`config.mk`:
```
export PLATFORM = sky130hd
export DESIGN_NAME = stf_codec_end_flat
export DESIGN_NICKNAME = d
export VERILOG_FILES = /design/src/stf_pkg.sv /design/src/stf_bus_if.sv /design/src/stf_codec_end.sv /design/src/flat_wrapper.sv
export SDC_FILE = /design/constraint.sdc
export NUM_CORES = 1
export LEC_CHECK = 0
export BUFFER_PORTS_ARGS = -buffer_cell sky130_fd_sc_hd__buf_2
export CAP_MARGIN = 15
export CORE_ASPECT_RATIO = 1.25
export CORE_MARGIN = 2
export CORE_UTILIZATION = 25
export DETAILED_ROUTE_END_ITERATION = 8
export GPL_ROUTABILITY_DRIVEN = 0
export PLACE_DENSITY = 0.42
export SETUP_SLACK_MARGIN = 0.15
export SLEW_MARGIN = 15
export SYNTH_ARGS = -nofsm -noshare
export SYNTH_HDL_FRONTEND = slang
export SYNTH_SLANG_ARGS = --single-unit
```
`constraint.sdc`:
```
create_clock -name clock -period 20 [get_ports clock]
set_input_delay 4 -clock clock [delete_from_list [all_inputs] [get_ports clock]]
set_output_delay 4 -clock clock [all_outputs]
set_load 0.02 [all_outputs]
```
`src/stf_pkg.sv`:
```
// Shared constants, register map, frame format and companding functions for the speech transcoder link.
package stf_pkg;

  localparam logic [7:0]  ADDR_IN_BYTE  = 8'h48;
  localparam logic [7:0]  ADDR_IN_FMT   = 8'h4A;
  localparam logic [7:0]  ADDR_OUT_BYTE = 8'h4C;
  localparam logic [7:0]  ADDR_OUT_FMT  = 8'h4E;
  localparam logic [7:0]  ADDR_IN_SEL   = 8'h54;
  localparam logic [7:0]  ADDR_OUT_SEL  = 8'h56;
  localparam logic [7:0]  ADDR_OPTS     = 8'h5E;

  // Coding select field, bits 1:0 of both coding select registers.
  localparam logic [1:0]  CODE_LINEAR   = 2'h0;
  localparam logic [1:0]  CODE_MULAW    = 2'h1;
  localparam logic [1:0]  CODE_ALAW     = 2'h2;
  localparam logic [1:0]  CODE_FRAME    = 2'h3;
  localparam int          SEL_DUPLEX_BIT = 8;
  localparam int          OPT_RATE_LOW_BIT = 0;
  localparam int          OPT_SUPPRESS_BIT = 1;
  localparam int          OPT_MONITOR_BIT  = 8;
  localparam logic [15:0] SEL_RESET     = 16'h0000;
  localparam logic [15:0] OPTS_RESET    = 16'h0000;

  // Per-frame format byte.
  localparam int          FMT_ERR_BIT   = 4;
  localparam logic [7:0]  FMT_MASK      = 8'h13;
  localparam logic [1:0]  TYPE_VOICE_HI = 2'h0;
  localparam logic [1:0]  TYPE_VOICE_LO = 2'h1;
  localparam logic [1:0]  TYPE_SID      = 2'h2;
  localparam logic [1:0]  TYPE_SILENCE  = 2'h3;
  localparam logic [4:0]  LEN_VOICE_HI  = 5'h18;
  localparam logic [4:0]  LEN_VOICE_LO  = 5'h14;
  localparam logic [4:0]  LEN_SID       = 5'h04;
  localparam logic [4:0]  LEN_SILENCE   = 5'h01;
  localparam logic [7:0]  SILENCE_BYTE  = 8'h03;
  localparam int          FRAME_BUF_BYTES = 24;

  localparam logic [7:0]  ALAW_XOR      = 8'h55;
  localparam logic [7:0]  MULAW_XOR     = 8'hFF;
  localparam logic [13:0] MULAW_CLIP    = 14'h1FDE;
  localparam logic [13:0] MULAW_BIAS    = 14'h0021;

  // Timing of the coded streams; the frame coder core outside this block works to these.
  localparam int          CLOCK_HZ        = 250000000;
  localparam int          SAMPLE_RATE_HZ  = 8000;
  localparam int          CODED_RATE_KBPS = 64;
  localparam int          SAMPLE_PERIOD_US_X1000 = 125;
  localparam int          FRAME_MS        = 30;
  localparam int          SAMPLES_PER_FRAME = 240;
  localparam int          ENC_LATENCY_US  = 67000;
  localparam int          DEC_LATENCY_US  = 9500;

  function automatic logic [4:0] frame_len(input logic [1:0] t);
    frame_len = (t == TYPE_VOICE_HI) ? LEN_VOICE_HI : (t == TYPE_VOICE_LO) ? LEN_VOICE_LO :
                (t == TYPE_SID) ? LEN_SID : LEN_SILENCE;
  endfunction

  function automatic logic [7:0] mulaw_enc(input logic [13:0] s);
    logic [13:0] m;
    logic [2:0]  seg;
    m   = s[13] ? 14'(-s) : s;
    if (m > MULAW_CLIP) m = MULAW_CLIP;
    m   = m + MULAW_BIAS;
    seg = 3'h0;
    for (int i = 0; i < 8; i++) if (m[i + 5]) seg = 3'(i);
    mulaw_enc = {s[13], seg, 4'(m >> (4'(seg) + 4'h1))};
  endfunction

  function automatic logic [13:0] mulaw_dec(input logic [7:0] c);
    logic [13:0] mag;
    mag = 14'((({10'h000, c[3:0]} << 1) + MULAW_BIAS) << c[6:4]) - MULAW_BIAS;
    mulaw_dec = c[7] ? 14'(-mag) : mag;
  endfunction

  function automatic logic [7:0] alaw_enc(input logic [12:0] s);
    logic [11:0] m;
    logic [2:0]  seg;
    m   = s[12] ? ~s[11:0] : s[11:0];
    seg = 3'h0;
    for (int i = 1; i < 8; i++) if (m[i + 4]) seg = 3'(i);
    alaw_enc = {~s[12], seg, (seg == 3'h0) ? m[4:1] : 4'(m >> seg)};
  endfunction

  function automatic logic [12:0] alaw_dec(input logic [7:0] c);
    logic [11:0] mag;
    if (c[6:4] == 3'h0) mag = {7'h00, c[3:0], 1'b1};
    else mag = 12'((({8'h00, c[3:0]} << 1) + 12'h021) << (c[6:4] - 3'h1));
    alaw_dec = c[7] ? {1'b0, mag} : ~{1'b0, mag};
  endfunction

endpackage

```
`src/stf_bus_if.sv`:
```
// Register bus between the host controller and the transcoder.
`timescale 1ns/1ps
interface stf_bus_if;
  logic [7:0]  addr;
  logic [15:0] wdata;
  logic        wr;
  logic        rd;
  logic [15:0] rdata;

  modport codec (input addr, input wdata, input wr, input rd, output rdata);
  modport host  (output addr, output wdata, output wr, output rd, input rdata);
endinterface

```
`src/stf_codec_end.sv`:
```
// Transcoder end: register file, sample companding and frame format handling.
//
// Local design decision: the strobed register port.
`timescale 1ns/1ps

// Overview of operation
// - Compand 8 kHz linear to 64 kbit/s bytes.
// - Mu-law maps 14-bit linear to 8 bits.
// - A-law maps 13-bit linear to 8 bits.
// - One sample in, one out, no memory.
// - A-law bytes XOR 0x55 both ways.
// - Mu-law bytes XOR 0xFF both ways.
// - Frames are 30 ms, 240 samples.
// - Encoder uses rate and suppression options.
// - Suppression: one descriptor, then silence only.
// - Descriptor frame starts comfort noise.
// - Decode by input type, encode by output.
// - Monitor samples optional, switchable off.
// - Duplex adds a reverse-direction channel.
// - Format byte: error bit 4, type 1:0.
// - Type lengths 24, 20, 4, 1 byte.
// - Host fills silence slots with byte 3.
// - Host writes format before frame bytes; in a silence run only the first frame gets one.
// - Error flag requests lost frame concealment.
// - Host writes exactly the implied length.
// - Host reads format then implied bytes.
// - Encoder never sets the error flag.
// - Typical latency 67 ms encode, 9.5 ms decode.
// - Each companded byte gives one 0.125 ms sample.
module stf_codec_end
  import stf_pkg::*;
(
  input  wire logic        clock,
  input  wire logic        rst_n,
  stf_bus_if.codec         bus,
  input  wire logic        adc_valid,
  input  wire logic [13:0] adc_sample,
  input  wire logic        voice_active,
  input  wire logic        enc_valid,
  input  wire logic [7:0]  enc_byte,
  input  wire logic [1:0]  enc_type,
  input  wire logic        enc_last,
  output logic             enc_ready,
  output logic             enc_rate_low,
  output logic             silence_suppression,
  output logic             dec_valid,
  output logic [7:0]       dec_byte,
  output logic [7:0]       dec_format,
  output logic             dec_frame_end,
  output logic             lost_frame_concealment,
  output logic             comfort_noise,
  output logic             core_lin_valid,
  output logic [13:0]      core_lin,
  output logic             mon_valid,
  output logic [13:0]      decoder_monitor_output,
  output logic             rev_valid,
  output logic [7:0]       rev_byte,
  output logic             out_frame_ready
);

  typedef struct packed {
    logic [15:0]                     rdata;
    logic [7:0]                      in_fmt;
    logic [15:0]                     in_sel;
    logic [15:0]                     out_sel;
    logic [15:0]                     opts;
    logic [4:0]                      in_cnt;
    logic                            dec_valid;
    logic [7:0]                      dec_byte;
    logic [7:0]                      dec_format;
    logic                            dec_end;
    logic                            conceal;
    logic                            comfort;
    logic                            lin_valid;
    logic                            mon_valid;
    logic [13:0]                     lin;
    logic                            rev_valid;
    logic [7:0]                      rev_byte;
    logic [FRAME_BUF_BYTES-1:0][7:0] buf_b;
    logic [7:0]                      out_fmt;
    logic [4:0]                      out_len;
    logic [4:0]                      out_idx;
    logic [4:0]                      wr_idx;
    logic                            out_busy;
    logic                            sid_sent;
    logic                            ready;
  } stf_codec_s;

  stf_codec_s q;
  stf_codec_s d;
  logic [7:0]  wbyte;
  logic [13:0] lin_s;
  logic [7:0]  enc_b;
  logic [1:0]  ftype;
  logic        quiet;

  always_comb begin
    d           = q;
    wbyte       = bus.wdata[7:0];
    lin_s       = 14'h0000;
    enc_b       = 8'h00;
    ftype       = enc_type;
    quiet       = q.opts[OPT_SUPPRESS_BIT] && !voice_active;
    d.rdata     = 16'h0000;
    d.dec_valid = 1'b0;
    d.dec_end   = 1'b0;
    d.lin_valid = 1'b0;
    d.mon_valid = 1'b0;
    d.rev_valid = 1'b0;
    if (bus.wr) begin
      if (bus.addr == ADDR_IN_FMT) begin
        d.in_fmt = wbyte & FMT_MASK;
        d.in_cnt = 5'h00;
      end else if (bus.addr == ADDR_IN_SEL) begin
        d.in_sel = bus.wdata;
      end else if (bus.addr == ADDR_OUT_SEL) begin
        d.out_sel = bus.wdata;
      end else if (bus.addr == ADDR_OPTS) begin
        d.opts = bus.wdata;
      end else if (bus.addr == ADDR_IN_BYTE) begin
        if (q.in_sel[1:0] == CODE_FRAME) begin
          d.dec_valid  = 1'b1;
          d.dec_byte   = wbyte;
          d.dec_format = q.in_fmt;
          d.in_cnt     = q.in_cnt + 5'h01;
          if (d.in_cnt == frame_len(q.in_fmt[1:0])) begin
            d.dec_end = 1'b1;
            d.in_cnt  = 5'h00;
            d.conceal = q.in_fmt[FMT_ERR_BIT];
            if (q.in_fmt[1:0] == TYPE_SID) d.comfort = 1'b1;
            else if (q.in_fmt[1:0] != TYPE_SILENCE) d.comfort = 1'b0;
          end
        end else begin
          if (q.in_sel[1:0] == CODE_MULAW) lin_s = mulaw_dec(wbyte ^ MULAW_XOR);
          else if (q.in_sel[1:0] == CODE_ALAW) lin_s = {alaw_dec(wbyte ^ ALAW_XOR), 1'b0};
          else lin_s = {wbyte, 6'h00};
          d.lin = lin_s;
          d.mon_valid = q.opts[OPT_MONITOR_BIT];
          if (q.out_sel[1:0] == CODE_FRAME) begin
            d.lin_valid = 1'b1;
          end else begin
            if (q.out_sel[1:0] == CODE_MULAW) enc_b = mulaw_enc(lin_s) ^ MULAW_XOR;
            else if (q.out_sel[1:0] == CODE_ALAW) enc_b = alaw_enc(lin_s[13:1]) ^ ALAW_XOR;
            else enc_b = lin_s[13:6];
            // A sample that finds the holding byte still unread is dropped.
            if (!q.out_busy) begin
              d.buf_b[0] = enc_b;
              d.out_len  = 5'h01;
              d.out_idx  = 5'h00;
              d.out_fmt  = 8'h00;
              d.out_busy = 1'b1;
            end
          end
        end
      end
    end
    if (bus.rd) begin
      if (bus.addr == ADDR_OUT_BYTE) begin
        if (q.out_busy) begin
          d.rdata = {8'h00, q.buf_b[q.out_idx]};
          if (q.out_idx + 5'h01 == q.out_len) d.out_busy = 1'b0;
          else d.out_idx = q.out_idx + 5'h01;
        end
      end else if (bus.addr == ADDR_OUT_FMT) begin
        d.rdata = {8'h00, q.out_fmt};
      end
    end
    if (enc_valid && q.ready && q.out_sel[1:0] == CODE_FRAME) begin
      d.buf_b[q.wr_idx] = enc_byte;
      d.wr_idx          = q.wr_idx + 5'h01;
      if (enc_last) begin
        if (quiet && q.sid_sent) begin
          ftype      = TYPE_SILENCE;
          d.buf_b[0] = SILENCE_BYTE;
        end
        d.sid_sent = quiet;
        d.out_fmt  = {6'h00, ftype};
        d.out_len  = frame_len(ftype);
        d.out_idx  = 5'h00;
        d.wr_idx   = 5'h00;
        d.out_busy = 1'b1;
      end
    end
    if (adc_valid && q.out_sel[SEL_DUPLEX_BIT]) begin
      d.rev_valid = 1'b1;
      if (q.in_sel[1:0] == CODE_MULAW) d.rev_byte = mulaw_enc(adc_sample) ^ MULAW_XOR;
      else if (q.in_sel[1:0] == CODE_ALAW) d.rev_byte = alaw_enc(adc_sample[13:1]) ^ ALAW_XOR;
      else d.rev_byte = adc_sample[13:6];
    end
    // Holding off the core while a frame waits keeps frames from overwriting each other.
    d.ready = !d.out_busy && (d.wr_idx != 5'(FRAME_BUF_BYTES) || !q.ready);
  end

  always_ff @(posedge clock) begin
    if (!rst_n) begin
      q         <= '0;
      q.in_sel  <= SEL_RESET;
      q.out_sel <= SEL_RESET;
      q.opts    <= OPTS_RESET;
      q.ready   <= 1'b1;
    end else begin
      q <= d;
    end
  end

  // latency belongs to the external coder core
  assign bus.rdata              = q.rdata;
  assign enc_ready              = q.ready;
  assign enc_rate_low           = q.opts[OPT_RATE_LOW_BIT];
  assign silence_suppression    = q.opts[OPT_SUPPRESS_BIT];
  assign dec_valid              = q.dec_valid;
  assign dec_byte               = q.dec_byte;
  assign dec_format             = q.dec_format;
  assign dec_frame_end          = q.dec_end;
  assign lost_frame_concealment = q.conceal;
  assign comfort_noise          = q.comfort;
  assign core_lin_valid         = q.lin_valid;
  assign core_lin               = q.lin;
  assign mon_valid              = q.mon_valid;
  assign decoder_monitor_output = q.mon_valid ? q.lin : 14'h0000;
  assign rev_valid              = q.rev_valid;
  assign rev_byte               = q.rev_byte;
  assign out_frame_ready        = q.out_busy;

endmodule

```
`src/flat_wrapper.sv`:
```
// flat-port wrapper written by rule: the top's interface ports become plain ports
module stf_codec_end_flat import stf_pkg::*;
  (clock, rst_n, adc_valid, adc_sample, voice_active, enc_valid, enc_byte, enc_type, enc_last, enc_ready, enc_rate_low, silence_suppression, dec_valid, dec_byte, dec_format, dec_frame_end, lost_frame_concealment, comfort_noise, core_lin_valid, core_lin, mon_valid, decoder_monitor_output, rev_valid, rev_byte, out_frame_ready, bus_addr, bus_wdata, bus_wr, bus_rd, bus_rdata);
  stf_bus_if bus_i ();
  input  wire logic clock;
  input  wire logic rst_n;
  input  wire logic adc_valid;
  input  wire logic [13:0] adc_sample;
  input  wire logic voice_active;
  input  wire logic enc_valid;
  input  wire logic [7:0] enc_byte;
  input  wire logic [1:0] enc_type;
  input  wire logic enc_last;
  output logic enc_ready;
  output logic enc_rate_low;
  output logic silence_suppression;
  output logic dec_valid;
  output logic [7:0] dec_byte;
  output logic [7:0] dec_format;
  output logic dec_frame_end;
  output logic lost_frame_concealment;
  output logic comfort_noise;
  output logic core_lin_valid;
  output logic [13:0] core_lin;
  output logic mon_valid;
  output logic [13:0] decoder_monitor_output;
  output logic rev_valid;
  output logic [7:0] rev_byte;
  output logic out_frame_ready;
  input wire logic [$bits(bus_i.addr)-1:0] bus_addr;
  input wire logic [$bits(bus_i.wdata)-1:0] bus_wdata;
  input wire logic [$bits(bus_i.wr)-1:0] bus_wr;
  input wire logic [$bits(bus_i.rd)-1:0] bus_rd;
  output wire logic [$bits(bus_i.rdata)-1:0] bus_rdata;
  assign bus_i.addr = bus_addr;
  assign bus_i.wdata = bus_wdata;
  assign bus_i.wr = bus_wr;
  assign bus_i.rd = bus_rd;
  assign bus_rdata = bus_i.rdata;
  stf_codec_end u_core (.clock(clock), .rst_n(rst_n), .bus(bus_i), .adc_valid(adc_valid), .adc_sample(adc_sample), .voice_active(voice_active), .enc_valid(enc_valid), .enc_byte(enc_byte), .enc_type(enc_type), .enc_last(enc_last), .enc_ready(enc_ready), .enc_rate_low(enc_rate_low), .silence_suppression(silence_suppression), .dec_valid(dec_valid), .dec_byte(dec_byte), .dec_format(dec_format), .dec_frame_end(dec_frame_end), .lost_frame_concealment(lost_frame_concealment), .comfort_noise(comfort_noise), .core_lin_valid(core_lin_valid), .core_lin(core_lin), .mon_valid(mon_valid), .decoder_monitor_output(decoder_monitor_output), .rev_valid(rev_valid), .rev_byte(rev_byte), .out_frame_ready(out_frame_ready));
endmodule
```
# After elaboration in Yosys (flattened, before gate mapping)
# Cells that the tools add are included.
[totals]
mem_count = 0
wordCells = 304
mem_bits_rw = 0
latchBits = 0
reg_bits = 302
rom_bits = 0
[op_classes]
n_shift = 6
n_reduce_logical = 33
n_addsub = 14
bitwise_logic = 19
n_div = 0
mux = 155
eq_ne = 24
multipliers = 0
n_lt_le_gt_ge = 5
[ops]
columns = ["cell", "n"]
rows = [
  ["two-way mux 14 bit", 26],
  ["two-way mux 26 bit", 9],
  ["bitwise mux 192 bit", 1],
  ["two-way mux 41 bit", 4],
  ["two-way mux 12 bit", 12],
  ["two-way mux 3 bit", 43],
  ["two-way mux 8 bit", 9],
  ["two-way mux 33 bit", 2],
  ["== test 8 x 7 -> 1 bit (second input constant)", 7],
  ["two-way mux 5 bit", 10],
  ["negator 14 bit", 3],
  ["binary-select mux 8 bit (select 5 bit)", 1],
  ["demux 8 bit (select 5 bit)", 1],
  ["two-way mux 16 bit", 2],
  ["adder 14 x 6 -> 14 bit (second input constant)", 2],
  ["greater-than comparator 14 x 13 -> 1 bit (second input constant)", 2],
  ["right shift 14 x 4 -> 4 bit", 2],
  ["two-way mux 25 bit", 1],
  ["inverter 12 bit", 2],
  ["inverter 8 bit", 3],
  ["right shift 12 x 3 -> 4 bit", 2],
  ["two-way mux 2 bit", 11],
  ["two-way mux 1 bit", 19],
  ["OR reduction 8 bit", 2],
  ["other kinds (36)", 80],
]

# Longest topological paths before layout
[depth]
ltp_word = 76
ltp_mapped = 30

# Least setup slack after synthesis
# No wires, ideal clock.
[synth_path]
path_kind = "input to register"
startpoint = "input port bus_wdata[6]"
endpoint = "register u_core.q[27] (netlist bit)"
arrival_time_ns = 9.629
setup_time_ns = 0.129
path_slack_ns = 10.243
t_required_ns = 19.871
cell_stages = 28
n_path_buf = 6
cell_sequence = "buf_6 > buf_2 > buf_2 > buf_2 > buf_2 > nand2_1 > ha_1 > nand2b_1 > a31oi_2 > o32a_1 > or4_4 > or3_1 > a22o_1 > or2_4 > buf_6 > nand3_2 > or2_2 > o211ai_1 > ha_1 > and4b_1 > o32ai_2 > o22ai_2 > xnor2_4 > nand4b_4 > mux2i_2 > nor2_1 > a2111oi_4 > a211oi_2"
[synth_between]
elab_chain_len = 71
elab_cells_between_ends = 100
classes_between = "add/sub (6); order compare (1); shift (4); mux (82); bitwise (5); reduce/logical (2)"
[synth_lines]
columns = ["item", "line_no", "rtl"]
rows = [
  ["from (decl)", "flat_wrapper.sv:31", "input wire logic [$bits(bus_i.wdata)-1:0] bus_wdata;"],
  ["inverter 4 bit (no line)", "n/a", ""],
  ["subtractor 3 x 1 -> 3 bit", "stf_pkg.sv:87", "else mag = 12'((({8'h00, c[3:0]} << 1) + 12'h021) << (c[6:4] - 3'h1));"],
  ["<< shifter 12 x 3 -> 12 bit", "stf_pkg.sv:87", ""],
  ["two-way mux 12 bit", "stf_pkg.sv:86", "if (c[6:4] == 3'h0) mag = {7'h00, c[3:0], 1'b1};"],
  ["two-way mux 12 bit", "stf_codec_end.sv:135", "else if (q.in_sel[1:0] == CODE_ALAW) lin_s = {alaw_dec(wbyte ^ ALAW_XOR), 1'b0};"],
  ["two-way mux 12 bit", "stf_codec_end.sv:134", "if (q.in_sel[1:0] == CODE_MULAW) lin_s = mulaw_dec(wbyte ^ MULAW_XOR);"],
  ["two-way mux 12 bit", "stf_codec_end.sv:121", "if (q.in_sel[1:0] == CODE_FRAME) begin"],
  ["two-way mux 12 bit", "stf_codec_end.sv:120", "end else if (bus.addr == ADDR_IN_BYTE) begin"],
  ["[55 not listed]", "n/a", ""],
  ["two-way mux 26 bit (*)", "stf_codec_end.sv:116", "end else if (bus.addr == ADDR_OUT_SEL) begin"],
  ["two-way mux 26 bit (*)", "stf_codec_end.sv:114", "end else if (bus.addr == ADDR_IN_SEL) begin"],
  ["two-way mux 26 bit (*)", "stf_codec_end.sv:111", "if (bus.addr == ADDR_IN_FMT) begin"],
  ["two-way mux 26 bit (*)", "stf_codec_end.sv:110", "if (bus.wr) begin"],
  ["bitwise mux 192 bit", "stf_codec_end.sv:169", "d.buf_b[q.wr_idx] = enc_byte;"],
  ["two-way mux 8 bit", "stf_codec_end.sv:172", "if (quiet && q.sid_sent) begin"],
  ["two-way mux 33 bit", "stf_codec_end.sv:171", "if (enc_last) begin"],
  ["two-way mux 33 bit (*)", "stf_codec_end.sv:168", "if (enc_valid && q.ready && q.out_sel[1:0] == CODE_FRAME) begin"],
  ["to (decl)", "stf_codec_end.sv:89", "stf_codec_s q;"],
]
# Mark *: on every way between the ends. The rest lies on a longest branch, timed or not. The select of a mux whose other input is x is not followed.
# A chain may end at the register's enable or synchronous reset.

# Worst setup path in the final report
[layout_path]
startpoint = "input port bus_wdata[5]"
endpoint = "register u_core.q[27] (netlist bit)"
[layout_between]
elab_chain_len = 70
elab_cells_between_ends = 99
classes_between = "add/sub (6); order compare (1); shift (4); mux (82); bitwise (4); reduce/logical (2)"
[layout_lines]
columns = ["item", "line_no", "rtl"]
rows = [
  ["subtractor 3 x 1 -> 3 bit", "stf_pkg.sv:87", ""],
  ["<< shifter 12 x 3 -> 12 bit", "stf_pkg.sv:87", ""],
  ["two-way mux 12 bit", "stf_pkg.sv:86", ""],
  ["two-way mux 12 bit", "stf_codec_end.sv:135", ""],
  ["two-way mux 12 bit", "stf_codec_end.sv:134", ""],
  ["two-way mux 12 bit", "stf_codec_end.sv:121", ""],
  ["two-way mux 12 bit", "stf_codec_end.sv:120", ""],
  ["two-way mux 12 bit", "stf_codec_end.sv:118", "end else if (bus.addr == ADDR_OPTS) begin"],
  ["[54 not listed]", "n/a", ""],
  ["two-way mux 26 bit (*)", "stf_codec_end.sv:116", ""],
  ["two-way mux 26 bit (*)", "stf_codec_end.sv:114", ""],
  ["two-way mux 26 bit (*)", "stf_codec_end.sv:111", ""],
  ["two-way mux 26 bit (*)", "stf_codec_end.sv:110", ""],
  ["bitwise mux 192 bit", "stf_codec_end.sv:169", ""],
  ["two-way mux 8 bit", "stf_codec_end.sv:172", ""],
  ["two-way mux 33 bit", "stf_codec_end.sv:171", ""],
  ["two-way mux 33 bit (*)", "stf_codec_end.sv:168", ""],
]
# Marked as above.

==> metrics.cfg <==
[run]
cap_violations=0

[worst_setup_path]
crit_arrival_ps=10810
end_kind=register
slowest_delay_ps=720
slowest_stage=or4_1
path_buf_inv=1
crit_top_cell=ha_1
setup.worst_path.class=in2reg
cp_top_family=simple AND/OR/NAND/NOR gates
critPathRequiredTime_ps=20440
path_max_fanout=29
path_cells=buf_2, a21boi_1, nand2_1, ha_1, o21ai_0, a21oi_1, or4_1, or3_1, nor3_4, and4_4, nand3_2, or2_2, o211ai_1, ha_1, and4b_1, o32ai_2, a311oi_1, o21ba_2, nand4b_4, mux2i_2, nor2_1, a2111oi_4, a211oi_2
start_kind=input port

[place]
postPlaceCellArea_um2=19300
place_inst=3047
hpwl_um=41500
io_buffers=114

[clock_tree]
insertion_delay_ps=560
cts_repair_resize_count=0
cts.clk_slew.worst_paths_ps=60
hold_buffers=0
clkSinkCount=282
post_cts_buffers=0
clockRootBuffer=clkbuf_16
cts_tree=built
clockBufferDepth=3
cts_buffers=35
h-tree-depth=2

[floorplan]
initial_core_util_pct=25.2
die-area_um2=76000
chipWidth_um=247
die_h_um=308
core_area_um2=73200
rows=111
io_pins=135

[yosys]
synth_edf_count=0
synth_area_leaders=dfxtp_1 31%, mux2i_1 13%, mux4_2 7.1%
syn_area_per_cell_um2=8.51
ys_warn_count=0
ys_ff_latch=282
yosysTopAreaCell=dfxtp_1
synth_commonest_cells=347 x nor2_1, 282 x dfxtp_1, 236 x mux2i_1
synth_top_area_share_pct=30.6
yosysMostFrequentCell=nor2_1
synthFlopType=dfxtp_1
synth_cell_types=113
syn_inst=2168
yosysSeqAreaShare_pct=30.6
synthArstFlopShare_pct=0
syn_area_um2=18500

[route]
finalWirelength_um=59100
firstDrtPassIters=5
drtIter0Drc=1022
remaining_drc_errors=0
vias=15600
wl_per_cell_um=19.0
vias_per_cell=5.03
ant_nets=0

[sta]
fin_setup_tns_ps=0
slew_headroom_pct=21.4
hold_viol=0
slew_viol_final=0
fin_crit_sh_pct=51.8
period_needed_ps=10370
max_freq_mhz=96.4
setup_violations=0
skew_ps=36.8
rsz0062_at_grt=false
tightest_slew_ps=1170

[hold_path]
hp-class=reg2reg

[final_layout]
postLayoutCoreUtil_pct=28.0
final_cell_area_um2=20500
finalNonFillerCells=3109
area_delta_synth_final_pct=11.2
drive_gt1_share_pct=15.0
antenna_cells=0
final_nets=2202

[global_route]
grt_pass1_vias=15100
grt_use_total_pct=15.3
grt_max_degree=118
grt_pass1_wl_um=91200
grt_overflow=0
grt_antenna_before_repair=4

[pwr]
ir_drop_mv=0.0495
power_density_nw_per_um2=68.1
leakage_nw=8.20

[status]
status=finished clean

-- final timing paths --
kind                            slack, ps  cells after the start               start                 end
worst max-delay path                 9630                     23        bus_wdata[5]        u_core.q[27]
worst min-delay path                  450                      2  u_core.dec_byte[0]  u_core.dec_byte[0]
worst max register to register      13580                     21       u_core.q[300]        u_core.q[27]
worst min register to register        450                      2  u_core.dec_byte[0]  u_core.dec_byte[0]
-- area by class of cell --
cell class / instances / area (um^2)
fill: 7823 / 52700
multi-input combinational: 1623 / 11500
clock inverter: 17 / 260
tap: 960 / 1200
clock buffer: 45 / 943
timing repair buffer: 138 / 751
sequential: 282 / 5650
inverter: 44 / 173
-- per-stage QoR --
step	hold WS, ps	setup WS [ps]	power [mW]
floorplan	432	10240	0.698
global placement	440	9140	0.734
detailed placement	444	9100	0.735
CTS	452	9710	1.42
global route	463	9220	1.46
finish	452	9630	1.40
-- registers in the layout, summed over array words and instances (netlist names), 3 cells and up --
name / count
u_core.bus.rdata: 8
u_core.core_lin: 14
u_core.dec_byte: 8
u_core.dec_format: 3
u_core.q: 230
u_core.rev_byte: 8
-- kinds of logic after synthesis --
family	share of synthesized area, %
adder cells (fa/ha/maj)	1.49
buffers and inverters	7.22
flip-flops	30.6
XOR/XNOR	4.13
AND/OR/NAND/NOR	20.2
AO/OA/AOI/OAI	15.7
other	0.0203
multiplexers	20.7
-- routing by layer --
metal  track usage, %  up-vias  wire length, um
met2             27.8      360            29900
met5                0        -               10
li1                 -     7571                -
met3             1.99       82             2510
met4             3.87        2             1240
met1             18.9     7633            25400
-- cells in the final DEF (no fill, tap or decap), drive strengths merged, types with 54 or more instances in the layout --
| cell type | Yosys | routed |
|---|---|---|
| nor2 | 348 | 348 |
| dfxtp | 282 | 282 |
| mux2i | 237 | 237 |
| nand2 | 165 | 165 |
| buf | 109 | 138 |
| a21oi | 104 | 104 |
| o21ai | 83 | 83 |
| xnor2 | 61 | 61 |
| mux4 | 58 | 58 |
| nand3 | 54 | 54 |
-- power breakdown --
group	switching, mW	internal [mW]	leakage (nW)
combinational	0.108	0.0539	5.35
sequential	0.000153	0.562	2.27
clock	0.270	0.404	0.578
total	0.378	1.02	8.20
-- worst reg2reg max path, cell delays in order (launching register included) --
cell and delay (ps):
dfxtp_1 310, buf_4 380, nor2b_1 280, nand2_1 150, o22ai_1 90, or4_1 750
or3_1 610, nor3_4 420, and4_4 330, nand3_2 100, or2_2 350, o211ai_1 110
ha_1 330, and4b_1 280, o32ai_2 120, a311oi_1 370, o21ba_2 260, nand4b_4 190
mux2i_2 320, nor2_1 110, a2111oi_4 370, a211oi_2 50
(Power assumes the default switching activity.)
